[src/common/alarm_consts.svh]
// constants for the t1 alarm signal control block
`ifndef ALARM_CONSTS_SVH
`define ALARM_CONSTS_SVH

// ----------------------------------------------------------------
// register byte offsets
// ----------------------------------------------------------------
`define OFF_CTRL 8'h00
`define OFF_FMT 8'h04
`define OFF_STAT 8'h08
`define OFF_IEN 8'h0C
`define OFF_ICLR 8'h10
`define OFF_LIVE 8'h14

// ----------------------------------------------------------------
// control register fields and values
// ----------------------------------------------------------------
`define CTRL_W 8
`define CTRL_RST 8'h00
`define YEL_HI 5
`define YEL_LO 4
`define AIS_GEN_HI 3
`define AIS_GEN_LO 2
`define AIS_DET_HI 1
`define AIS_DET_LO 0
`define SEL_OFF 2'h0
`define SEL_UNFRAMED 2'h1
`define SEL_LEVEL 2'h2
`define SEL_FRAMED 2'h3
`define FMT_W 2
`define FMT_RST 2'h0

// ----------------------------------------------------------------
// yellow burst and pattern
// ----------------------------------------------------------------
`define YEL_BURST 8'hFF
`define YEL_PATTERN 16'hFF00
`define PAT_LAST 4'hF

// ----------------------------------------------------------------
// events: status, enable and clear share this layout
// ----------------------------------------------------------------
`define EV_W 4
`define EV_YEL_START 0
`define EV_YEL_END 1
`define EV_AIS_ON 2
`define EV_AIS_OFF 3
`define EV_RST 4'h0

`endif

[src/common/alarm_pkg.sv]
// types shared by the alarm control block
`default_nettype none
package alarm_pkg;
  typedef enum logic [1:0] {
    fmt_sf,
    fmt_esf,
    fmt_dm,
    fmt_spare
  } line_format_t;
endpackage
`default_nettype wire

[src/rtl/yellow_pattern_gen.sv]
// yellow alarm pattern sequencer for the facility data link
`default_nettype none
`include "alarm_consts.svh"
module yellow_pattern_gen (
  input wire logic clk,
  input wire logic rst,
  input wire logic hold,
  input wire logic bit_en,
  output logic pattern_bit,
  output logic pattern_done
);
  logic [3:0] idx_r;
  logic [3:0] idx_nxt;
  logic [15:0] pattern;

  assign pattern = `YEL_PATTERN;

  // ----------------------------------------------------------------
  // bit index, parked at zero while idle so bursts start clean
  // ----------------------------------------------------------------
  always_comb begin
    idx_nxt = idx_r;
    if (hold) begin
      idx_nxt = 4'h0;
    end else if (bit_en) begin
      idx_nxt = idx_r + 4'h1;
    end
  end

  always_ff @(posedge clk or posedge rst) begin
    if (rst) begin
      idx_r <= 4'h0;
    end else begin
      idx_r <= idx_nxt;
    end
  end

  assign pattern_bit = pattern[`PAT_LAST - idx_r];
  assign pattern_done = bit_en & ~hold & (idx_r == `PAT_LAST);
endmodule
`default_nettype wire

[src/rtl/t1_alarm_signal_control.sv]
// t1 alarm control: apb registers, yellow and ais insertion, ais detect
`default_nettype none
`include "alarm_consts.svh"
module t1_alarm_signal_control #(
  parameter int AIS_FRAMES = 2,
  parameter int AIS_CNT_W = 2
) (
  input wire logic clk,
  input wire logic rst,
  input wire logic psel,
  input wire logic penable,
  input wire logic pwrite,
  input wire logic [7:0] paddr,
  input wire logic [31:0] pwdata,
  output logic [31:0] prdata,
  output logic pready,
  output logic pslverr,
  output logic irq,
  input wire logic tx_bit_en,
  input wire logic tx_frame_start,
  input wire logic tx_data_in,
  input wire logic tx_frame_bit,
  input wire logic tx_fdl_bit,
  input wire logic tx_ybit,
  output logic tx_data_out,
  input wire logic rx_bit_en,
  input wire logic rx_frame_start,
  input wire logic rx_data,
  input wire logic rx_frame_bit,
  output logic ais_detected
);
  localparam logic [AIS_CNT_W-1:0] AIS_MAX = AIS_FRAMES[AIS_CNT_W-1:0];

  // ----------------------------------------------------------------
  // register decode
  // ----------------------------------------------------------------
  function automatic logic reg_hit(input logic [7:0] a,
                                   input logic [7:0] off);
    reg_hit = (a == off);
  endfunction

  function automatic logic mapped(input logic [7:0] a);
    mapped = reg_hit(a, `OFF_CTRL) | reg_hit(a, `OFF_FMT) |
             reg_hit(a, `OFF_STAT) | reg_hit(a, `OFF_IEN) |
             reg_hit(a, `OFF_ICLR) | reg_hit(a, `OFF_LIVE);
  endfunction

  logic [`CTRL_W-1:0] ctrl_r, ctrl_nxt;
  logic [`FMT_W-1:0] fmt_r, fmt_nxt;
  logic [`EV_W-1:0] ien_r, ien_nxt;
  logic [`EV_W-1:0] stat_r, stat_nxt;
  logic [31:0] prdata_r, prdata_nxt;
  logic [`EV_W-1:0] ev_set, ev_clr;
  logic wr_acc, rd_setup;

  // applied copies, loaded on frame boundaries
  logic [1:0] yel_sel_r, yel_sel_nxt;
  logic [1:0] ais_gen_r, ais_gen_nxt;
  logic [1:0] ais_det_r, ais_det_nxt;
  alarm_pkg::line_format_t fmt_app_r, fmt_app_nxt;

  // yellow burst state
  logic lo_d_r, lo_d_nxt;
  logic pend_r, pend_nxt;
  logic [7:0] cnt_r, cnt_nxt;
  logic yel_act_r, yel_act_nxt;
  logic demand, esf, load, pat_bit, pat_done;

  // line data and ais detection
  logic tx_data_r, tx_data_nxt;
  logic zero_r, zero_nxt;
  logic [AIS_CNT_W-1:0] ones_r, ones_nxt;
  logic ais_r, ais_nxt;
  logic tx_bit, bit_zero;

  assign wr_acc = psel & penable & pwrite;
  assign rd_setup = psel & ~penable & ~pwrite;
  // answer in the access cycle, no wait states
  assign pready = 1'b1;
  assign pslverr = psel & penable & ~mapped(paddr);
  assign prdata = prdata_r;
  assign irq = |(stat_r & ien_r);
  assign ais_detected = ais_r;
  assign tx_data_out = tx_data_r;

  // ----------------------------------------------------------------
  // software registers
  // ----------------------------------------------------------------
  always_comb begin
    ctrl_nxt = ctrl_r;
    fmt_nxt = fmt_r;
    ien_nxt = ien_r;
    ev_clr = `EV_RST;
    prdata_nxt = prdata_r;
    if (wr_acc & reg_hit(paddr, `OFF_CTRL)) begin
      ctrl_nxt = pwdata[`CTRL_W-1:0];
    end
    if (wr_acc & reg_hit(paddr, `OFF_FMT)) begin
      fmt_nxt = pwdata[`FMT_W-1:0];
    end
    if (wr_acc & reg_hit(paddr, `OFF_IEN)) begin
      ien_nxt = pwdata[`EV_W-1:0];
    end
    if (wr_acc & reg_hit(paddr, `OFF_ICLR)) begin
      ev_clr = pwdata[`EV_W-1:0];
    end
    if (rd_setup) begin
      prdata_nxt = 32'h0000_0000;
      case (paddr)
        `OFF_CTRL: prdata_nxt[`CTRL_W-1:0] = ctrl_r;
        `OFF_FMT: prdata_nxt[`FMT_W-1:0] = fmt_r;
        `OFF_STAT: prdata_nxt[`EV_W-1:0] = stat_r;
        `OFF_IEN: prdata_nxt[`EV_W-1:0] = ien_r;
        `OFF_LIVE: prdata_nxt[3:0] = {ais_r, yel_act_r, yel_sel_r};
        default: prdata_nxt = 32'h0000_0000;
      endcase
    end
  end

  // set beats clear in the same cycle
  genvar gi;
  generate
    for (gi = 0; gi < `EV_W; gi = gi + 1) begin : g_stat
      assign stat_nxt[gi] = ev_set[gi] | (stat_r[gi] & ~ev_clr[gi]);
    end
  endgenerate

  always_ff @(posedge clk or posedge rst) begin
    if (rst) begin
      ctrl_r <= `CTRL_RST;
      fmt_r <= `FMT_RST;
      ien_r <= `EV_RST;
      stat_r <= `EV_RST;
      prdata_r <= 32'h0000_0000;
    end else begin
      ctrl_r <= ctrl_nxt;
      fmt_r <= fmt_nxt;
      ien_r <= ien_nxt;
      stat_r <= stat_nxt;
      prdata_r <= prdata_nxt;
    end
  end

  // ----------------------------------------------------------------
  // frame boundary loading of the selects
  // ----------------------------------------------------------------
  always_comb begin
    yel_sel_nxt = yel_sel_r;
    ais_gen_nxt = ais_gen_r;
    fmt_app_nxt = fmt_app_r;
    ais_det_nxt = ais_det_r;
    if (tx_frame_start) begin
      yel_sel_nxt = ctrl_r[`YEL_HI:`YEL_LO];
      ais_gen_nxt = ctrl_r[`AIS_GEN_HI:`AIS_GEN_LO];
      fmt_app_nxt = alarm_pkg::line_format_t'(fmt_r);
    end
    if (rx_frame_start) begin
      ais_det_nxt = ctrl_r[`AIS_DET_HI:`AIS_DET_LO];
    end
  end

  // ----------------------------------------------------------------
  // esf yellow burst control
  // ----------------------------------------------------------------
  assign esf = (fmt_app_r == alarm_pkg::fmt_esf);
  assign load = tx_frame_start & pend_r &
                (ctrl_r[`YEL_HI:`YEL_LO] == `SEL_FRAMED);

  always_comb begin
    lo_d_nxt = ctrl_r[`YEL_LO];
    // a pulse is remembered until the boundary, which picks it up only if the select still reads framed
    pend_nxt = (ctrl_r[`YEL_LO] & ~lo_d_r) | (pend_r & ~tx_frame_start);
    cnt_nxt = cnt_r;
    if (yel_act_r & pat_done & (cnt_r != 8'h00)) begin
      cnt_nxt = cnt_r - 8'h01;
    end
    if (load) begin
      cnt_nxt = `YEL_BURST;
    end
    demand = esf & ((yel_sel_nxt == `SEL_LEVEL) |
                    (yel_sel_nxt == `SEL_FRAMED) |
                    (cnt_nxt != 8'h00));
    yel_act_nxt = yel_act_r;
    if (~esf) begin
      yel_act_nxt = 1'b0;
    end else if (~yel_act_r & demand) begin
      yel_act_nxt = 1'b1;
    end else if (yel_act_r & pat_done & ~demand) begin
      // while esf holds, stop only on a pattern edge so no half pattern goes out; leaving esf stops at once
      yel_act_nxt = 1'b0;
    end
    if (~esf) begin
      cnt_nxt = 8'h00;
    end
  end

  yellow_pattern_gen u_pattern (
    .clk(clk),
    .rst(rst),
    .hold(~yel_act_r),
    .bit_en(tx_bit_en & tx_fdl_bit),
    .pattern_bit(pat_bit),
    .pattern_done(pat_done)
  );

  // ----------------------------------------------------------------
  // transmit bit insertion
  // ----------------------------------------------------------------
  always_comb begin
    tx_bit = tx_data_in;
    if (fmt_app_r == alarm_pkg::fmt_dm && tx_ybit &&
        yel_sel_r != `SEL_OFF) begin
      tx_bit = 1'b0;
    end
    if (yel_act_r & tx_fdl_bit) begin
      tx_bit = pat_bit;
    end
    case (ais_gen_r)
      `SEL_UNFRAMED: tx_bit = 1'b1;
      `SEL_FRAMED: tx_bit = tx_frame_bit ? tx_bit : 1'b1;
      default: tx_bit = tx_bit;
    endcase
    tx_data_nxt = tx_bit_en ? tx_bit : tx_data_r;
  end

  // ----------------------------------------------------------------
  // receive ais detection
  // ----------------------------------------------------------------
  always_comb begin
    bit_zero = rx_bit_en & ~rx_data &
               ((ais_det_r == `SEL_UNFRAMED) | ~rx_frame_bit);
    zero_nxt = zero_r | bit_zero;
    ones_nxt = ones_r;
    ais_nxt = ais_r;
    if (rx_frame_start) begin
      zero_nxt = bit_zero;
      if (ais_det_r == `SEL_UNFRAMED || ais_det_r == `SEL_FRAMED) begin
        if (zero_r) begin
          ones_nxt = '0;
        end else if (ones_r != AIS_MAX) begin
          ones_nxt = ones_r + AIS_CNT_W'(1);
        end
      end else begin
        ones_nxt = '0;
      end
    end
    ais_nxt = (ones_nxt == AIS_MAX);
  end

  always_comb begin
    ev_set = `EV_RST;
    ev_set[`EV_YEL_START] = ~yel_act_r & yel_act_nxt;
    ev_set[`EV_YEL_END] = yel_act_r & ~yel_act_nxt;
    ev_set[`EV_AIS_ON] = ~ais_r & ais_nxt;
    ev_set[`EV_AIS_OFF] = ais_r & ~ais_nxt;
  end

  always_ff @(posedge clk or posedge rst) begin
    if (rst) begin
      yel_sel_r <= `SEL_OFF;
      ais_gen_r <= `SEL_OFF;
      ais_det_r <= `SEL_OFF;
      fmt_app_r <= alarm_pkg::fmt_sf;
      lo_d_r <= 1'b0;
      pend_r <= 1'b0;
      cnt_r <= 8'h00;
      yel_act_r <= 1'b0;
      tx_data_r <= 1'b0;
      zero_r <= 1'b0;
      ones_r <= '0;
      ais_r <= 1'b0;
    end else begin
      yel_sel_r <= yel_sel_nxt;
      ais_gen_r <= ais_gen_nxt;
      ais_det_r <= ais_det_nxt;
      fmt_app_r <= fmt_app_nxt;
      lo_d_r <= lo_d_nxt;
      pend_r <= pend_nxt;
      cnt_r <= cnt_nxt;
      yel_act_r <= yel_act_nxt;
      tx_data_r <= tx_data_nxt;
      zero_r <= zero_nxt;
      ones_r <= ones_nxt;
      ais_r <= ais_nxt;
    end
  end
endmodule
`default_nettype wire

[config.mk]
export PLATFORM = sky130hd
export DESIGN_NAME = t1_alarm_signal_control
export DESIGN_NICKNAME = d
export VERILOG_FILES = /design/src/common/alarm_pkg.sv /design/src/rtl/yellow_pattern_gen.sv /design/src/rtl/t1_alarm_signal_control.sv
export VERILOG_INCLUDE_DIRS = /design/src /design/src/common
export SDC_FILE = /design/constraint.sdc
export NUM_CORES = 1
export LEC_CHECK = 0
export ABC_AREA = 0
export BUFFER_PORTS_ARGS = -buffer_cell sky130_fd_sc_hd__buf_2
export CORE_MARGIN = 2
export CORE_UTILIZATION = 40
export CTS_BUF_LIST = sky130_fd_sc_hd__clkbuf_8
export DETAILED_ROUTE_END_ITERATION = 12
export GPL_TIMING_DRIVEN = 0
export HOLD_SLACK_MARGIN = 0.15
export PLACE_DENSITY = 0.76
export SETUP_SLACK_MARGIN = 0.4
export SYNTH_ARGS = -nofsm -noshare
export SYNTH_HDL_FRONTEND = slang
export SYNTH_HIERARCHICAL = 1
export SYNTH_SLANG_ARGS = --single-unit
[constraint.sdc]
create_clock -name clk -period 3.9 [get_ports clk]
set_input_delay 0.975 -clock clk [delete_from_list [all_inputs] [get_ports clk]]
set_output_delay 0.975 -clock clk [all_outputs]
set_load 0.005 [all_outputs]
-- Yosys cells after proc, flatten, opt, wreduce, memory -nomap -nowiden
Memories as Yosys holds them, arrays and structs flattened.
Cells that the tools add are included.
- register bits after elaboration: 54
- bits in latches: 0
- bits in writable memories: 0
- memory bits (read-only): 16
- input port bits: 55
- memories kept: 1
- memory list (memory ; words ; width ; read ports ; clocked after memory_dff ; write ports ; line ; source):
    (no name shown) ; 16 ; 1 ; 1 ; 0 ; 0 ; yellow_pattern_gen.sv:38 ; assign pattern_bit = pattern[`PAT_LAST - idx_r];
- $add $sub $neg: 4
- $mul: 0
- div/mod/pow operators: 0
- $lt $le $gt $ge: 1
- equality and inequality tests: 18
- shifts and indexed selects: 0
- mux-type cells: 23
- bitwise operators: 63
- reduce and logical (&&, ||, !) cells: 8
- operators by type and width (operator ; number):
    $and 1x1->1 ; 32
    $mux 8 ; 3
    $eq 8x4->1 const B ; 2
    $eq 8x5->1 const B ; 2
    $mux 4 ; 4
    $not 1->1 ; 16
    $reduce_bool 8->1 ; 2
    $eq 2x2->1 const B ; 7
    $or 1x1->1 ; 14
    $mux 2 ; 5
    $pmux 2 s5 ; 1
    $eq 8x3->1 const B ; 1
    $logic_not 8->1 ; 1
    $mux 1 ; 8
    $pmux 2 s4 ; 1
    $sub 8x1->8 const B ; 1
    $eq 2x1->1 const B ; 3
    $lt 4x5->1 const B ; 1
    $add 4x1->4 const B ; 1
    $and 4x4->4 ; 1
    $eq 4x4->1 const B ; 1
    $reduce_or 4->1 ; 1
    $sub 4x4->4 const A ; 1
    $add 2x1->2 const B ; 1
    6 further kinds ; 7

-- Depth between registers and ports, before layout
Gate-level depths: netlist of run 1.
- word-level depth: 18
- gate-level depth with buffers: 10
- gate-level depth less buffers: 9

-- Cells and area by module
Netlist of run 1, hierarchy kept.
- by module, submodules not included (module ; times used ; cells an instance ; area each (µm²) ; seq. area each (µm²)):
    t1_alarm_signal_control ; 1 ; 257 ; 2653.8 ; 1251.2
    yellow_pattern_gen ; 1 ; 20 ; 237.7 ; 100.1

-- Worst setup path before layout of run 1
OpenSTA, ideal clock, no wires.
- path kind: input to register
- start point: in tx_fdl_bit
- end point: reg stat_r[1]
- library setup time: 0.121 ns
- arrival time: 2.602 ns
- required time: 3.779 ns
- slack: 1.177 ns
- stages: 9
- buffers on the path: 1
- cells stage by stage: and2_1 -> buf_6 -> and4_2 -> nand2_1 -> a2111oi_4 -> xnor2_1 -> and4_4 -> a31o_1 -> a22o_1
- longest elaborated chain between the ends: 18
- ends and longest elaborated chain (what ; line ; source):
    start: declaration ; t1_alarm_signal_control.sv:23 ; input wire logic tx_fdl_bit,
    $and 1x1->1 * ; t1_alarm_signal_control.sv:201 ; .bit_en(tx_bit_en & tx_fdl_bit),
    $and 1x1->1 * (2 in series) ; yellow_pattern_gen.sv:39 ; assign pattern_done = bit_en & ~hold & (idx_r == `PAT_LAST);
    named net pat_done ; t1_alarm_signal_control.sv:67 ; logic demand, esf, load, pat_bit, pat_done;
    $and 1x1->1 * ; t1_alarm_signal_control.sv:174, t1_alarm_signal_control.sv:188 ;
    $and 1x1->1 ; t1_alarm_signal_control.sv:174 ; if (yel_act_r & pat_done & (cnt_r != 8'h00)) begin
    $mux 8 ; t1_alarm_signal_control.sv:174 ;
    $mux 8 ; t1_alarm_signal_control.sv:177 ; if (load) begin
    $reduce_bool 8->1 ; t1_alarm_signal_control.sv:182 ; (cnt_nxt != 8'h00));
    (+3 left out) ; - ;
    $and 1x1->1 ; t1_alarm_signal_control.sv:188 ; end else if (yel_act_r & pat_done & ~demand) begin
    $mux 1 ; t1_alarm_signal_control.sv:188 ;
    $mux 1 * ; t1_alarm_signal_control.sv:186 ; end else if (~yel_act_r & demand) begin
    $mux 1 * ; t1_alarm_signal_control.sv:184 ; if (~esf) begin
    $not 1->1 * ; t1_alarm_signal_control.sv:253 ; ev_set[`EV_YEL_END] = yel_act_r & ~yel_act_nxt;
    $and 1x1->1 * ; t1_alarm_signal_control.sv:253 ;
    $or 1x1->1 * ; t1_alarm_signal_control.sv:124 ; assign stat_nxt[gi] = ev_set[gi] | (stat_r[gi] & ~ev_clr[gi]);
    named net stat_nxt[1] ; t1_alarm_signal_control.sv:51 ; logic [`EV_W-1:0] stat_r, stat_nxt;
    end signal: assignment ; t1_alarm_signal_control.sv:133 ; stat_r <= `EV_RST;
    end signal: assignment ; t1_alarm_signal_control.sv:139 ; stat_r <= stat_nxt;
    end: declaration ; t1_alarm_signal_control.sv:51 ;
Mark *: on every way through the listed nets, which the timed path passes. The rest lies on a longest branch.
A chain may end at the register's enable or synchronous reset.

-- Final worst setup path of run 1
Ends and elaborated chain as after synthesis.

==> flow_metrics.py, run 1 <==
metrics = {
    "yosys": {
        "yosys.cell_types.count": 53,
        "synth-edff-count": 0,
        "synth-seq-cells": 54,
        "synth_common_cells": "sky130_fd_sc_hd__dfrtp_1 (54), sky130_fd_sc_hd__nand2_1 (34), sky130_fd_sc_hd__mux2_2 (26)",
        "synth-seq-area-share_pct": 46.7,
        "synth-main-ff-cell": "sky130_fd_sc_hd__dfrtp_1",
        "synth_top_area_cell": "sky130_fd_sc_hd__dfrtp_1",
        "synth_async_sr_flop_share_pct": 100,
        "count_leader_synth": "sky130_fd_sc_hd__dfrtp_1",
        "synth.cell_area_sq_mm": 0.00289,
        "synth_area_per_cell_sq_um": 10.4,
        "count_of_synthesis_stage_warnings_from_yosys": 6,
        "netlist_top_cells_area": "sky130_fd_sc_hd__dfrtp_1 (47%), sky130_fd_sc_hd__mux2_2 (10%), sky130_fd_sc_hd__buf_4 (6.5%), sky130_fd_sc_hd__nand2_1 (4.4%), sky130_fd_sc_hd__o21ai_0 (2.6%)",
        "synth_instances": 277,
        "post-synth-top-area-fraction_pct": 46.7,
    },
    "worst_setup_path": {
        "worstPathMaxFanout": 8,
        "path_cells": "buf_2, and2_1, buf_6, and4_2, nand2_1, a21oi_2, a211oi_1, o2111a_1, a31o_1, a22o_1",
        "timing.critical_path.required_ns": 4.10,
        "reg2regPathDepth": 10,
        "critPathMaxStageDelay_ns": 0.33,
        "worst-setup-path-type": "primary input to flip-flop",
        "critPathLaunchType": "primary input",
        "crit_arrival_ns": 2.92,
        "slowest_stage": "sky130_fd_sc_hd__a21oi_2",
        "crit_path_end_kind": "flip-flop",
    },
    "clock_tree": {
        "postCtsSetupRepairBufs": 0,
        "cts-root-buf": "sky130_fd_sc_hd__clkbuf_8",
        "clock_latency_ns": 0.31,
        "cts_htree_levels": 2,
        "clk_transition_reported_paths_ns": 0.09,
        "clock-sinks": 54,
        "cts_max_path_buffers": 2,
        "ctsHoldBuffers": 0,
        "cts_made_buffers": 5,
        "cts_tree": "built",
        "post_cts.resized_instances": 0,
    },
    "worst_hold_path": {
        "worst_hold_path.num_cells": 1,
        "holdCritPathClass": "flip-flop to flip-flop",
    },
    "timing": {
        "worst_pin_slew_ns": 0.739,
        "maxSlewViolCount": 0,
        "fin_clk_skew_ns": 0.00295,
        "period_utilization_post_route_pct": 69.7,
        "setup_repair_after_global_routing_missed_its_margin": "no",
        "timing.final.crit_period_ns": 2.72,
        "timing.final.setup_violations": 0,
        "timing.max_slew.rel_slack_pct": 50.3,
        "fmax_mhz": 368,
        "hold_viol": 0,
        "fin_setup_tns_ns": 0,
        "fin_hold_ws_ns": 0.456,
        "postLayoutSetupSlackWorst_ns": 1.18,
    },
    "floorplan": {
        "die_area_sq_mm": 0.00792,
        "die-height_um": 89.0,
        "fp-row-count": 30,
        "pin_count": 92,
        "floorplan.die.width_um": 89.0,
        "starting_density_of_the_core_pct": 41.9,
        "core-area_sq_mm": 0.00691,
    },
    "grt": {
        "global_route_wire_length_before_repair_um": 9540,
        "grt_start_max_net_pins": 32,
        "antenna_found_initial": 0,
        "groute.usage.overall_pct": 15.7,
        "grt_remaining_overflow": 0,
        "vias_in_the_first_global_route": 2072,
    },
    "cells_and_area": {
        "final_core_utilization_pct": 49.6,
        "final_net_count": 407,
        "post_route_cells_drive_above_1_share_pct": 33.5,
        "insertedDiodeCount": 0,
        "fillers": 653,
        "multi_input_comb_area_sq_mm": 0.00133,
        "seqCellArea_sq_mm": 0.00135,
        "syn_to_final_growth_pct": 18.5,
    },
    "route": {
        "via_count_of_the_routed_design": 2102,
        "remaining_drc_errors": 0,
        "drt-vias-per-instance": 4.72,
        "antenna_violating_nets_post_route": 0,
        "drt_pass1_iterations": 4,
        "drt_wl_cell_um": 12.7,
        "dr.first_iter.drc_count": 107,
        "wirelength_um": 5650,
    },
    "run": {
        "max_cap_viol_count": 0,
    },
    "placed_design": {
        "gp_congestion": 0.838,
        "dp_slack_ns": 0.839,
        "port_buffers": 40,
        "place.detailed.hpwl_um": 4510,
    },
    "power": {
        "p_per_area_mw_per_mm2": 302,
        "irDropWorstVdd_mv": 0.207,
        "leakagePower_uw": 0.00169,
    },
    "outcome": {
        "status": "finished, final reports clean",
    },
}
cell usage in the layout (no fill, tap or decap), types with 3 or more instances in the layout:
master and count:
sky130_fd_sc_hd__a21oi_1 10, sky130_fd_sc_hd__nand3_1 3, sky130_fd_sc_hd__buf_4 25, sky130_fd_sc_hd__nand2b_1 6
sky130_fd_sc_hd__a211oi_1 3, sky130_fd_sc_hd__mux2_2 26, sky130_fd_sc_hd__clkbuf_1 4, sky130_fd_sc_hd__o21ai_0 15
sky130_fd_sc_hd__a222oi_1 3, sky130_fd_sc_hd__xnor2_1 6, sky130_fd_sc_hd__inv_1 15, sky130_fd_sc_hd__buf_2 42
sky130_fd_sc_hd__and3_1 3, sky130_fd_sc_hd__nand2_1 34, sky130_fd_sc_hd__nor3_1 4, sky130_fd_sc_hd__conb_1 25
sky130_fd_sc_hd__mux2i_1 5, sky130_fd_sc_hd__clkbuf_8 5, sky130_fd_sc_hd__dfrtp_1 54, sky130_fd_sc_hd__ha_1 4
sky130_fd_sc_hd__a22o_1 3, sky130_fd_sc_hd__nor2_1 13
state kept, by name, summed over array words and instances, names as in the netlist, named ones only:
name / flops
ctrl_r: 8
ais_det_r: 2
fmt_app_r: 2
ais_gen_r: 2
u_pattern/idx_r: 4
ones_r: 2
fmt_r: 2
cnt_r: 8
ais_detected: 1
lo_d_r: 1
ien_r: 4
yel_act_r: 1
pend_r: 1
prdata: 8
tx_data_out: 1
stat_r: 4
zero_r: 1
routing by layer:
metal,part of all wire [%],GRT usage (%),vias up
li1,-,-,1049
met1,43,19.3,985
met2,49,26.6,59
met3,5.9,4.25,9
met4,1.2,5.70,0
met5,0,0,-
final cells by class:
cell class                 instances  share of cell area (%)
sequential                        54                    39.4
multi-input combinational        196                    38.9
buffer                            34                    6.79
timing repair buffer              41                    6.43
tap                               96                    3.50
clock buffer                       5                    2.01
inverter                          16                    1.75
clock inverter                     3                    1.17
metrics by stage:
step	total power (uW)	area, sq um	std cells
4_1_cts	1040	3430	445
3_5_place_dp	679	3320	437
2_1_floorplan	645	2980	300
5_1_grt	1090	3430	445
6_report	1040	3430	445
3_3_place_gp	674	3300	436
worst max-delay path, delay by kind of cell:
family                 cells  cell delay [ns]
AND/OR/NAND/NOR            3             0.51
buffers and inverters      2             0.23
AO/OA/AOI/OAI              5             1.19
cell families after synthesis:
group	after synthesis	synth area share, %
AND/OR/NAND/NOR	82	15.6
flip-flops	54	46.7
buffers and inverters	50	10.1
AO/OA/AOI/OAI	46	11.1
multiplexers	32	12.4
XOR/XNOR	7	2.12
adder cells (fa/ha/maj)	4	1.73
other	2	0.260
final timing paths:
| path | start | endpoint | slack [ns] |
|---|---|---|---|
| worst max-delay path | tx_fdl_bit | stat_r[1] | 1.18 |
| worst min-delay path | lo_d_r | pend_r | 0.46 |
| worst max register to register | yel_act_r | stat_r[1] | 1.34 |
| worst min register to register | lo_d_r | pend_r | 0.46 |
| max in group asynchronous | rst | cnt_r[5] | 2.73 |
| min in group asynchronous | rst | u_pattern/idx_r[0] | 0.54 |
power by group:
part	total (uW)	internal (uW)	switching, uW
sequential	576	569	6.92
combinational	91.4	46.1	45.3
clock	368	189	179
No activity file was read; power rests on OpenSTA's default activity.
==> run 2: changes to the inputs <==
--- a/config.mk
+++ b/config.mk
@@ -14,7 +14,7 @@
 export DETAILED_ROUTE_END_ITERATION = 12
 export GPL_TIMING_DRIVEN = 0
 export HOLD_SLACK_MARGIN = 0.15
-export PLACE_DENSITY = 0.76
+export PLACE_DENSITY = 0.79
 export SETUP_SLACK_MARGIN = 0.4
 export SYNTH_ARGS = -nofsm -noshare
 export SYNTH_HDL_FRONTEND = slang
==> constraint.sdc (replaced) <==
create_clock -name clk -period 2.2 [get_ports clk]
set_input_delay 0.55 -clock clk [delete_from_list [all_inputs] [get_ports clk]]
set_output_delay 0.55 -clock clk [all_outputs]
set_load 0.005 [all_outputs]
==> run 2 against run 1 <==
The run now ends with setup timing left. Sequential power rose by 77%. Die area did not move. Count of clock-buffer cells in the layout did not move. Register-to-register slack got worse by 1.4 ns. Via count rose by 4.6%. Critical path depth fell by 2. Setup slack got worse by 1.2 ns. Critical path type is now flip-flop to flip-flop. Largest cell class is now multi-input gates.
==> flow_metrics.py, run 2 (synthesized netlist as in run 1, its figures left out) <==
metrics = {
    "outcome": {
        "status": "complete, but fails checks",
        "violations": "setup timing",
    },
    "timing": {
        "timing.max_slew.rel_slack_pct": 50.6,
        "fin_hold_ws_ns": 0.434,
        "fin_clk_skew_ns": 0.00814,
        "fmax_mhz": 450,
        "timing.final.crit_period_ns": 2.22,
        "postLayoutSetupSlackWorst_ns": -0.0233,
        "period_utilization_post_route_pct": 101,
        "maxSlewViolCount": 0,
        "setup_repair_after_global_routing_missed_its_margin": "yes",
        "timing.final.setup_violations": 2,
        "hold_viol": 0,
        "worst_pin_slew_ns": 0.735,
        "fin_setup_tns_ns": -0.0332,
    },
    "route": {
        "drt_pass1_iterations": 4,
        "remaining_drc_errors": 0,
        "wirelength_um": 6190,
        "dr.first_iter.drc_count": 96,
        "via_count_of_the_routed_design": 2198,
        "drt-vias-per-instance": 4.78,
        "drt_wl_cell_um": 13.4,
        "antenna_violating_nets_post_route": 0,
    },
    "cells_and_area": {
        "post_route_cells_drive_above_1_share_pct": 42.6,
        "final_core_utilization_pct": 54.3,
        "final_common_cell": "sky130_fd_sc_hd__dfrtp_1",
        "most_frequent_cells_in_the_layout": "sky130_fd_sc_hd__dfrtp_1 (54), sky130_fd_sc_hd__buf_2 (40), sky130_fd_sc_hd__buf_4 (38)",
        "fillers": 648,
        "insertedDiodeCount": 0,
        "final_net_count": 422,
        "syn_to_final_growth_pct": 29.6,
        "fin_cells": 460,
    },
    "floorplan": {
        "core-area_sq_mm": 0.00691,
        "fp-row-count": 30,
        "die_area_sq_mm": 0.00792,
        "pin_count": 92,
        "floorplan.die.width_um": 89.0,
        "die-height_um": 89.0,
        "starting_density_of_the_core_pct": 41.9,
    },
    "grt": {
        "antenna_found_initial": 0,
        "vias_in_the_first_global_route": 2088,
        "grt_remaining_overflow": 0,
        "grt_start_max_net_pins": 37,
        "global_route_wire_length_before_repair_um": 9890,
        "groute.usage.overall_pct": 16.1,
    },
    "worst_setup_path": {
        "critPathLaunchType": "flip-flop",
        "slowest_stage": "sky130_fd_sc_hd__dfrtp_1",
        "critPathTopFamily": "simple AND/OR/NAND/NOR gates",
        "worstPathMaxFanout": 5,
        "crit_arrival_ns": 2.48,
        "timing.critical_path.required_ns": 2.46,
        "reg2regPathDepth": 8,
        "worstPathBufferInverterCount": 1,
        "critical_path_stages": 8,
        "worst-setup-path-type": "flip-flop to flip-flop",
        "crit_path_end_kind": "flip-flop",
        "path_cells": "inv_2, ha_4, or3b_4, a211oi_4, mux2i_1, and4_4, a31o_1, a22o_1",
        "critPathMaxStageDelay_ns": 0.44,
        "rrSetupSlack_ns": -0.02,
    },
    "clock_tree": {
        "cts-root-buf": "sky130_fd_sc_hd__clkbuf_8",
        "cts_made_buffers": 5,
        "clock-sinks": 54,
        "cts_htree_levels": 2,
        "clock_latency_ns": 0.31,
        "clk_transition_reported_paths_ns": 0.10,
        "cts_max_path_buffers": 2,
        "cts_tree": "built",
    },
    "run": {
        "max_cap_viol_count": 0,
    },
    "power": {
        "irDropWorstVdd_mv": 0.393,
        "power_switching_uw": 418,
        "power_frac_seq_pct": 55.2,
        "switching_share_pct": 22.6,
        "p_per_area_mw_per_mm2": 494,
        "power_frac_clock_pct": 35.3,
        "cellInternalPower_uw": 1430,
        "leakagePower_uw": 0.00185,
        "comb_power_share_pct": 9.5,
    },
    "worst_hold_path": {
        "worst_hold_path.num_cells": 1,
        "holdCritPathClass": "flip-flop to flip-flop",
    },
    "placed_design": {
        "dpl.cell_count": 437,
        "place.detailed.hpwl_um": 4540,
        "gp_congestion": 0.854,
        "port_buffers": 40,
    },
}
run 2: through the flow:
stage | total power (uW) | setup WS [ns] | instance area (sq um)
6_report | 1850 | -0.0233 | 3750
5_1_grt | 1930 | -0.146 | 3750
4_1_cts | 1860 | -0.0279 | 3610
3_5_place_dp | 1210 | -0.242 | 3420
3_3_place_gp | 1200 | -0.191 | 3400
2_1_floorplan | 1150 | 0.0419 | 3080
run 2: timing repair:
item | 4_1_cts | 5_1_grt
setup endpoints to repair | 22 | 19
resized for setup | 10 | 16
pin swaps | 7 | 12
hold endpoints to repair | 4 | 0
hold buffers | 1 | 0
setup buffers | 4 | 10
run 2: cell type report:
type	count	area (sq um)	area share (%)
tap	96	120	3.21
multi-input combinational	196	1500	40.0
inverter	16	62.6	1.67
sequential	54	1350	36.1
clock inverter	3	41.3	1.10
timing repair buffer	56	352	9.38
buffer	34	251	6.71
clock buffer	5	68.8	1.84
run 2: worst paths after layout:
check                           startpoint                 end
worst max register to register    cnt_r[0]           stat_r[1]
min in group asynchronous              rst  u_pattern/idx_r[0]
worst min-delay path                lo_d_r              pend_r
worst max-delay path              cnt_r[0]           stat_r[1]
worst min register to register      lo_d_r              pend_r
max in group asynchronous              rst           prdata[5]
run 2: per-layer routing:
layer  vias to the layer above  track usage [%]  share of wire (%)
li1                       1081                -                  -
met1                      1047             22.1                 45
met2                        65             26.2                 49
met3                         5             3.42                5.1
met4                         0             4.34               0.99
met5                         -                0                  0
run 2: power groups by stage:
stage	sequential, uW	clock, uW	combinational (uW)
after floorplan	1040	0	111
after global placement	1040	0	160
after detailed placement	1040	0	169
after CTS	1020	664	174
after global routing	1020	710	200
final	1020	653	176
run 2: worst register-to-register path, stage by stage (launching register included):
cell and delay, ns:
sky130_fd_sc_hd__dfrtp_1 0.44, sky130_fd_sc_hd__inv_2 0.10, sky130_fd_sc_hd__ha_4 0.15, sky130_fd_sc_hd__or3b_4 0.39
sky130_fd_sc_hd__a211oi_4 0.24, sky130_fd_sc_hd__mux2i_1 0.26, sky130_fd_sc_hd__and4_4 0.24, sky130_fd_sc_hd__a31o_1 0.19
sky130_fd_sc_hd__a22o_1 0.16
